[config.mk]
export PLATFORM = sky130hd
export DESIGN_NAME = bfm_top
export DESIGN_NICKNAME = d
export VERILOG_FILES = /design/src/rtl/bfm_top.v
export VERILOG_INCLUDE_DIRS = /design/src /design/src/rtl
export SDC_FILE = /design/constraint.sdc
export NUM_CORES = 1
export LEC_CHECK = 0
export BUFFER_PORTS_ARGS = -buffer_cell sky130_fd_sc_hd__buf_2
export CAP_MARGIN = 20
export CORE_UTILIZATION = 50
export DETAILED_ROUTE_END_ITERATION = 12
export HOLD_SLACK_MARGIN = 0.05
export PLACE_DENSITY = 0.75
export SKIP_LAST_GASP = 1
export SYNTH_ARGS = -nofsm -noshare
export SYNTH_HDL_FRONTEND = slang
export SYNTH_SLANG_ARGS = --single-unit
[constraint.sdc]
create_clock -name pclk -period 4.4 [get_ports pclk]
set_clock_uncertainty 0.1 [all_clocks]
set_input_delay 0.44 -clock pclk [delete_from_list [all_inputs] [get_ports pclk]]
set_output_delay 0.44 -clock pclk [all_outputs]
set_load 0.005 [all_outputs]
[src/rtl/bfm_defs.vh]
/*
 * constants for the bridge fault monitor: register offsets, field
 * positions, reset values and timing figures.
 * assumes a 25 MHz pclk; included by bfm_top.v by bare name.
 */
`ifndef BFM_DEFS_VH
`define BFM_DEFS_VH

// ==========================================================
// register byte offsets
`define BFM_CFG_ADDR 12'h000
`define BFM_CODE_ADDR 12'h004
`define BFM_STATUS_ADDR 12'h008
`define BFM_CLEAR_ADDR 12'h00C
`define BFM_LIVE_ADDR 12'h010

// ==========================================================
// config fields
`define BFM_CFG_ESF 0
`define BFM_CFG_EWD 1
`define BFM_CFG_OCQ 2
`define BFM_CFG_AOL 3
`define BFM_CFG_DOO 4
`define BFM_CFG_OLI 5
`define BFM_CFG_WIDTH 6
`define BFM_CFG_RESET 6'h00

// code fields: offset, gain, oc threshold, ol threshold, oc time
`define BFM_CODE_WIDTH 19
`define BFM_CODE_RESET 19'h00000

// ==========================================================
// status bit positions
`define BFM_ST_AHU 0
`define BFM_ST_ALU 1
`define BFM_ST_BHU 2
`define BFM_ST_BLU 3
`define BFM_ST_VLO 4
`define BFM_ST_ETO 5
`define BFM_ST_OCA 6
`define BFM_ST_OCB 7
`define BFM_ST_OL 8
`define BFM_ST_WIDTH 9

// ==========================================================
// timing
`define BFM_CLK_NS 40
`define BFM_OCQ_STEP_NS 500
`define BFM_OLTO_MS 100
`define BFM_ETO_US 1000

`endif

[src/rtl/bfm_top.v]
/*
 * bridge fault monitor: undervoltage, logic pin overvoltage, enable
 * watchdog, overcurrent qualifier and open-load timers, with an APB
 * register slave. comparators arrive asynchronously from analog.
 * assumes a 25 MHz pclk and an APB master that holds its request.
 *
 */
// Implementation choices: the APB register port and the placing of the registers.
`timescale 1ns/1ps
`default_nettype none
`include "bfm_defs.vh"

module bfm_top #(
  parameter OLTO_CYC = (`BFM_OLTO_MS * 1000000) / `BFM_CLK_NS,
  parameter ETO_CYC = (`BFM_ETO_US * 1000) / `BFM_CLK_NS
) (
  input wire pclk, // bus clock
  input wire presetn, // async reset, active low
  input wire clk_en, // freezes all state when low
  input wire psel, // apb select
  input wire penable, // apb access phase
  input wire pwrite, // apb direction
  input wire [11:0] paddr, // apb byte address
  input wire [31:0] pwdata, // apb write data
  output reg [31:0] prdata, // apb read data
  output reg pready, // apb ready
  output reg pslverr, // apb error
  input wire [3:0] gate_cmd, // gate requests {gla,gha,glb,ghb}
  input wire enable_pin, // enable input level
  input wire [3:0] gate_uv_cmp, // vgs undervoltage per gate
  input wire [6:0] logic_ov_cmp, // pin ov; bit 6 is diag pin
  input wire [1:0] oc_cmp, // overcurrent per phase {b,a}
  input wire ol_on_cmp, // sense below on-state threshold
  input wire ol_off_cmp, // node a above off threshold
  output reg gate_high_phase_a, // gate drive
  output reg gate_low_phase_a, // gate drive
  output reg gate_high_phase_b, // gate drive
  output reg gate_low_phase_b, // gate drive
  output reg fault_n, // general fault flag, active low
  output reg ol_sink_b_en, // test sink on bridge_node_b
  output reg ol_source_a_en, // test source on bridge_node_a
  output reg openload_current_select, // 1 selects 400 uA source
  output reg [3:0] overcurrent_threshold_code, // oc dac code
  output reg [3:0] openload_threshold_code, // ol dac code
  output reg [3:0] sense_amp_offset_code, // offset dac code
  output reg [2:0] sense_amp_gain_code // amplifier gain
);

  localparam OCQ_STEP = `BFM_OCQ_STEP_NS / `BFM_CLK_NS;
  localparam [7:0] OCQ_STEP8 = OCQ_STEP[7:0];

  // ==========================================================
  // registers
  reg [`BFM_CFG_WIDTH-1:0] cfg;
  reg [`BFM_CODE_WIDTH-1:0] code;
  reg [`BFM_ST_WIDTH-1:0] status;
  wire stop_on_fault_cfg = cfg[`BFM_CFG_ESF];
  wire enable_watchdog_cfg = cfg[`BFM_CFG_EWD];
  wire overcurrent_qualifier_mode = cfg[`BFM_CFG_OCQ];
  wire onstate_openload_enable = cfg[`BFM_CFG_AOL];
  wire offstate_openload_disable = cfg[`BFM_CFG_DOO];
  wire [3:0] overcurrent_qualify_time_code = code[18:15];

  // ==========================================================
  // input synchronisers
  reg [15:0] sync1;
  reg [15:0] sync2;
  wire [15:0] raw_in = {ol_off_cmp, ol_on_cmp, oc_cmp, logic_ov_cmp,
                        gate_uv_cmp, enable_pin};
  always @(posedge pclk or negedge presetn)
  begin
    if (!presetn)
    begin
      sync1 <= 16'h0000;
      sync2 <= 16'h0000;
    end
    else if (clk_en)
    begin
      sync1 <= raw_in;
      sync2 <= sync1;
    end
  end
  wire en_s = sync2[0];
  wire [3:0] uv_s = sync2[4:1];
  wire [6:0] ov_s = sync2[11:5];
  wire [1:0] oc_s = sync2[13:12];
  wire olon_s = sync2[14];
  wire oloff_s = sync2[15];

  // ==========================================================
  // enable watchdog
  reg en_d;
  reg wd_armed;
  reg wd_to;
  reg [31:0] wd_cnt;
  wire en_edge = en_s ^ en_d;
  wire wd_expire = wd_armed && !wd_to && !en_edge &&
                   (wd_cnt >= ETO_CYC - 1);
  always @(posedge pclk or negedge presetn)
  begin
    if (!presetn)
    begin
      en_d <= 1'b0;
      wd_armed <= 1'b0;
      wd_to <= 1'b0;
      wd_cnt <= 32'h00000000;
    end
    else if (clk_en)
    begin
      en_d <= en_s;
      if (!enable_watchdog_cfg)
      begin
        wd_armed <= 1'b0;
        wd_to <= 1'b0;
        wd_cnt <= 32'h00000000;
      end
      else if (en_edge)
      begin
        wd_armed <= 1'b1;
        wd_to <= 1'b0;
        wd_cnt <= 32'h00000000;
      end
      else if (wd_expire)
        wd_to <= 1'b1;
      else if (wd_armed && !wd_to)
        wd_cnt <= wd_cnt + 32'h00000001;
    end
  end

  // gate permission: watchdog state or direct enable level
  wire drive_ok = enable_watchdog_cfg ? (wd_armed && !wd_to) : en_s;
  wire ov_inputs = |ov_s[5:0];
  wire ov_stop = ov_inputs && stop_on_fault_cfg;
  wire [3:0] gate_next = (drive_ok && !ov_stop) ? gate_cmd : 4'h0;
  wire [3:0] gate_now = {gate_low_phase_a, gate_high_phase_a,
                         gate_low_phase_b, gate_high_phase_b};

  // ==========================================================
  // overcurrent qualifier, one per phase
  // low sides: phase a is gate_now[3], phase b is gate_now[1]
  wire [1:0] low_on = {gate_now[1], gate_now[3]};
  reg [1:0] low_on_d;
  reg [1:0] oc_valid;
  wire [7:0] oc_limit = {4'h0, overcurrent_qualify_time_code} *
                        OCQ_STEP8;
  genvar gi;
  generate
    for (gi = 0; gi < 2; gi = gi + 1)
    begin : g_oc
      reg [7:0] cnt;
      always @(posedge pclk or negedge presetn)
      begin
        if (!presetn)
        begin
          cnt <= 8'h00;
          oc_valid[gi] <= 1'b0;
        end
        else if (clk_en)
        begin
          oc_valid[gi] <= 1'b0;
          if (overcurrent_qualifier_mode)
          begin
            if (low_on[gi] && !low_on_d[gi])
              cnt <= 8'h00;
            else if (cnt < oc_limit)
              cnt <= cnt + 8'h01;
            if (oc_s[gi] && low_on[gi] && cnt >= oc_limit &&
                !(low_on[gi] && !low_on_d[gi]))
              oc_valid[gi] <= 1'b1;
          end
          else if (oc_s[gi] && low_on[gi])
          begin
            if (cnt >= oc_limit)
              oc_valid[gi] <= 1'b1;
            else
              cnt <= cnt + 8'h01;
          end
          else
            cnt <= 8'h00;
        end
      end
    end
  endgenerate

  // ==========================================================
  // open-load timers
  wire on_state = (gate_now[2] && gate_now[1]) ||
                  (gate_now[0] && gate_now[3]);
  wire on_run = onstate_openload_enable && on_state;
  wire off_state = (gate_now == 4'h0);
  wire off_run = !offstate_openload_disable && off_state;
  reg [31:0] ol_cnt;
  reg ol_active;
  wire ol_cond = (on_run && olon_s) || (off_run && oloff_s);
  wire ol_hit = ol_cond && !ol_active && (ol_cnt >= OLTO_CYC - 1);
  always @(posedge pclk or negedge presetn)
  begin
    if (!presetn)
    begin
      ol_cnt <= 32'h00000000;
      ol_active <= 1'b0;
      low_on_d <= 2'b00;
    end
    else if (clk_en)
    begin
      low_on_d <= low_on;
      if (!ol_cond)
      begin
        ol_cnt <= 32'h00000000;
        ol_active <= 1'b0;
      end
      else if (ol_hit)
        ol_active <= 1'b1;
      else if (!ol_active)
        ol_cnt <= ol_cnt + 32'h00000001;
    end
  end

  // ==========================================================
  // sticky status: set wins over clear
  wire [3:0] uv_live = uv_s & gate_now; // active gates only
  wire [`BFM_ST_WIDTH-1:0] st_set = {ol_hit, oc_valid[1], oc_valid[0],
    wd_expire, |ov_s, uv_live[1], uv_live[0], uv_live[3], uv_live[2]};
  wire wr_acc = psel && penable && pwrite;
  wire rd_acc = psel && penable && !pwrite;
  wire [`BFM_ST_WIDTH-1:0] st_clr =
    (wr_acc && paddr == `BFM_CLEAR_ADDR) ?
    pwdata[`BFM_ST_WIDTH-1:0] : {`BFM_ST_WIDTH{1'b0}};
  wire any_fault = (|uv_live) || (|ov_s) || wd_to || ol_active;

  always @(posedge pclk or negedge presetn)
  begin
    if (!presetn)
    begin
      status <= {`BFM_ST_WIDTH{1'b0}};
      fault_n <= 1'b1;
      gate_high_phase_a <= 1'b0;
      gate_low_phase_a <= 1'b0;
      gate_high_phase_b <= 1'b0;
      gate_low_phase_b <= 1'b0;
      ol_sink_b_en <= 1'b0;
      ol_source_a_en <= 1'b0;
    end
    else if (clk_en)
    begin
      status <= (status & ~st_clr) | st_set;
      // oc never reaches the flag or the gates
      fault_n <= !any_fault;
      gate_low_phase_a <= gate_next[3];
      gate_high_phase_a <= gate_next[2];
      gate_low_phase_b <= gate_next[1];
      gate_high_phase_b <= gate_next[0];
      ol_sink_b_en <= off_run;
      ol_source_a_en <= off_run;
    end
  end

  // ==========================================================
  // apb slave, zero wait states
  function [31:0] rd_mux;
    input [11:0] a;
    begin
      if (a == `BFM_CFG_ADDR)
        rd_mux = {26'h0000000, cfg};
      else if (a == `BFM_CODE_ADDR)
        rd_mux = {13'h0000, code};
      else if (a == `BFM_STATUS_ADDR)
        rd_mux = {23'h000000, status};
      else if (a == `BFM_LIVE_ADDR)
        rd_mux = {24'h000000, !fault_n, gate_now, wd_armed, wd_to,
                  ol_active};
      else
        rd_mux = 32'h00000000;
    end
  endfunction

  wire addr_ok = (paddr == `BFM_CFG_ADDR) || (paddr == `BFM_CODE_ADDR) ||
                 (paddr == `BFM_STATUS_ADDR) ||
                 (paddr == `BFM_CLEAR_ADDR) || (paddr == `BFM_LIVE_ADDR);

  always @(posedge pclk or negedge presetn)
  begin
    if (!presetn)
    begin
      cfg <= `BFM_CFG_RESET;
      code <= `BFM_CODE_RESET;
      prdata <= 32'h00000000;
      pready <= 1'b0;
      pslverr <= 1'b0;
      openload_current_select <= 1'b0;
      overcurrent_threshold_code <= 4'h0;
      openload_threshold_code <= 4'h0;
      sense_amp_offset_code <= 4'h0;
      sense_amp_gain_code <= 3'h0;
    end
    else if (clk_en)
    begin
      // ready and data rise in the setup cycle, seen in access
      pready <= psel && !penable;
      pslverr <= psel && !penable && !addr_ok;
      if (psel && !penable && !pwrite)
        prdata <= rd_mux(paddr);
      if (wr_acc && paddr == `BFM_CFG_ADDR)
        cfg <= pwdata[`BFM_CFG_WIDTH-1:0];
      if (wr_acc && paddr == `BFM_CODE_ADDR)
        code <= pwdata[`BFM_CODE_WIDTH-1:0];
      openload_current_select <= cfg[`BFM_CFG_OLI];
      sense_amp_offset_code <= code[3:0];
      sense_amp_gain_code <= code[6:4];
      overcurrent_threshold_code <= code[10:7];
      openload_threshold_code <= code[14:11];
    end
  end

  wire unused_rd = rd_acc;

endmodule // bfm_top

`default_nettype wire

==> run_results.csv <==
group,metric,value,unit
final_layout,fin_util,57.5,%
routing,first_iter_violations,440,
final_layout,seq_area,4930,um2
timing,rsz0062_at_grt,"false",
grt,antenna_found_initial,0,
setup_path,arrival,3.42,ns
setup_path,end_kind,"flip-flop",
synthesis,muxShareOfSynthArea,9.09,%
timing,slew_headroom,33.5,%
routing,wl_per_cell,16.8,um
grt,grt_max_degree,97,
run_status,outcome,"finished, final reports clean",
synthesis,ys_seq_area_share,51.9,%
routing,remaining_drc_errors,0,
die,initial_core_util,50.9,%
synthesis,ys_warn_count,0,
pwr,p_per_area,345,nW/um2
grt,overflow,0,
synthesis,synth-xor-area-share,2.61,%
final_layout,antenna_cells,0,
cts,numCtsBuffers,17,
die,dieArea,19500,um2
synthesis,synth_edf_count,0,
final_layout,area_delta_synth_final,12.9,%
synthesis,synth_area,9490,um2
die,die_h,140,um
pwr,peakVddDrop,0.308,mV
routing,drt-total-wl,20.2,mm
grt,grt.total_usage,21.6,%
cts,clock-sinks,197,
timing,max_freq,310,MHz
synthesis,avgSynthCellArea,10.9,um2
setup_path,crit_path_start_kind,"flip-flop",
cts,root_buffer,"clkbuf_16",
pwr,p_leak,5.08,nW
synthesis,ys_ff_latch,197,
synthesis,ys.flop_type,"dfrtp_1",
setup_path,critPathSlowestCell,"fa_1",
synthesis,synthAdderAreaFrac,2.32,%
synthesis,syn-instance-count,871,
placed_design,gp_congestion,0.837,
die,core_area,18600,um2
run,cap_violations,0,
worst_hold_path,min_path_type,"primary input to flip-flop",
placed_design,port_buffers,100,
cts,insertion_delay,0.43,ns
synthesis,async_flop_share,100,%
routing,firstDrtPassIters,5,
synthesis,yosys.area_share.simple,15.7,%
timing,tns,0,ns
cts,clk_pin_slew_worst_paths,0.07,ns
setup_path,path_class,"flip-flop to flip-flop",
synthesis,synth_compound_area_share,14.1,%
routing,routed_via_density,5.76,
timing,hold_violations,0,
final_layout,nNetsFinal,1046,
grt,grt_pass1_vias,6676,
die,num_rows,50,
placed_design,dp_hpwl,13.9,mm
routing,ant_nets,0,
die,die-width,140,um
cts,cts_tree,"built",
setup_path,cp_cell_sequence,"ha_1 -> fa_1 -> a21oi_1 -> a41oi_1 -> o22a_1 -> o2bb2ai_2 -> or2_0 -> o21ai_0",
timing,period_share,73.4,%
timing,worstMarginPinSlew,0.995,ns
synthesis,synth_top_family_by_area,"simple AND/OR/NAND/NOR gates",
timing,layout_min_cycle_time,3.23,ns
setup_path,required,4.59,ns
final_layout,multi_input_area,4210,um2
final_layout,drive_gt1_share,25.1,%
grt,grt_pass1_wl,33.8,mm
die,pin_count,127,
final_layout,nFillCells,1557,
cts,cts_resized,0,
cts,h-tree-depth,4,
timing,finalMaxSlewViolations,0,
synthesis,synth.distinct_cells,87,
cts,cts.path.max_buffers,2,
routing,vias,6941,
timing,setup_viol,0,
setup_path,crit_fanout,10,
setup_path,critical-path-max-stage-delay,0.51,ns
[timing repair]
action                                 4_1_cts  5_1_grt
endpoints found under the hold margin       93        0
hold buffers                                 1        0
setup buffers                                0        0
[layout by cell type, fill, tap and decap left out, drive strengths merged, types with 12 or more instances in the layout]
master	instances
o31ai	12
xor2	17
and3	15
inv	39
o21ai	51
nor4	13
nand2	83
a21oi	28
ha	16
nand3	24
clkbuf	19
dfrtp	196
nor2	53
nand4	12
mux2	74
buf	110
and2	25
conb	13
[where the power goes]
part           internal (mW)  switching [mW]
clock                  0.755           0.748
combinational          0.113           0.156
sequential              1.87          0.0577
[kinds of logic after synthesis]
kind of cell | Yosys count
multiplexers | 77
AO/OA/AOI/OAI | 183
XOR/XNOR | 25
AND/OR/NAND/NOR | 285
buffers and inverters | 86
other | 1
adder cells (fa/ha/maj) | 17
flip-flops | 197
[layer usage]
metal  share of wire (%)  up-vias  track usage [%]
met1                  46     3432             29.8
met5                   0        -                0
met3                 4.2       20             3.96
met2                  48      180             35.3
met4                 1.1        0             5.49
li1                    -     3309                -
[Yosys cell counts (5+ instances only)]
| library cell | n | area share, % |
|---|---|---|
| nor4_1 | 13 | 0.86 |
| nand2_1 | 81 | 3.2 |
| nor2_1 | 53 | 2.1 |
| o31ai_1 | 12 | 0.95 |
| or3_1 | 7 | 0.46 |
| and2_1 | 25 | 1.6 |
| ha_1 | 16 | 2.1 |
| buf_2 | 8 | 0.42 |
| a21oi_1 | 27 | 1.4 |
| a32o_1 | 7 | 0.74 |
| o2111ai_1 | 8 | 0.74 |
| nand2b_1 | 10 | 0.66 |
| nor3_1 | 8 | 0.42 |
| o21ai_0 | 49 | 2.6 |
| nand4_1 | 12 | 0.79 |
| nand3_1 | 23 | 1.2 |
| dfrtp_1 | 196 | 52 |
| inv_1 | 31 | 1.2 |
| mux2_2 | 74 | 8.8 |
| a31oi_1 | 7 | 0.46 |
| xor2_1 | 17 | 1.6 |
| o2bb2ai_1 | 6 | 0.55 |
| xnor2_1 | 6 | 0.55 |
| a222oi_1 | 8 | 0.84 |
| and3_1 | 15 | 0.99 |
| buf_4 | 17 | 1.3 |
| a21o_1 | 9 | 0.71 |
| clkbuf_1 | 25 | 0.99 |
| nor2b_1 | 5 | 0.33 |
[final timing paths]
path | slack, ns | to | from | cells after the start
max in group asynchronous | 2.63 | ol_cnt[23] | presetn | 3
worst min-delay path | 0.13 | code[18] | pwdata[18] | 3
worst max-delay path | 1.17 | g_oc[1].cnt[4] | code[15] | 8
min in group asynchronous | 0.51 | g_oc[0].cnt[5] | presetn | 2
worst min register to register | 0.37 | prdata[0] | prdata[0] | 1
worst max register to register | 1.17 | g_oc[1].cnt[4] | code[15] | 8
[layout make-up]
class / instances / area share [%]
sequential: 197 / 46.0
multi-input combinational: 600 / 39.2
clock buffer: 18 / 4.00
inverter: 31 / 1.09
timing repair buffer: 112 / 5.64
clock inverter: 14 / 1.31
tap: 234 / 2.73
[flip-flops by register name, indices dropped and copies added (netlist names), 2 cells and up]
signal	count
cfg	6
code	19
g_oc.cnt	16
low_on_d	2
oc_valid	2
ol_cnt	32
openload_threshold_code	4
overcurrent_threshold_code	4
prdata	19
sense_amp_gain_code	3
sense_amp_offset_code	4
status	9
sync1	16
sync2	16
wd_cnt	32
[critical path: cells and delay by family (launching register included)]
family	cells	cell delay, ns
AOI/OAI and AO/OA	5	1.37
and+or+nand+nor	1	0.36
adders and majority gates	2	0.80
DFF	1	0.47
[per-stage QoR]
step / cells / cell area, um2 / hold WS [ns] / worst slack [ns] / power (mW)
final: 1206 / 10700 / 0.130 / 1.17 / 3.70
after CTS: 1206 / 10700 / 0.113 / 1.15 / 3.73
after detailed placement: 1173 / 10100 / 0.362 / 1.14 / 2.24
after global placement: 1173 / 10100 / 0.358 / 1.20 / 2.23
after floorplan: 883 / 9540 / 0.0444 / 1.65 / 2.11
after global routing: 1206 / 10700 / 0.124 / 0.899 / 3.84
Note: power is estimated with default switching activity, not from simulation.
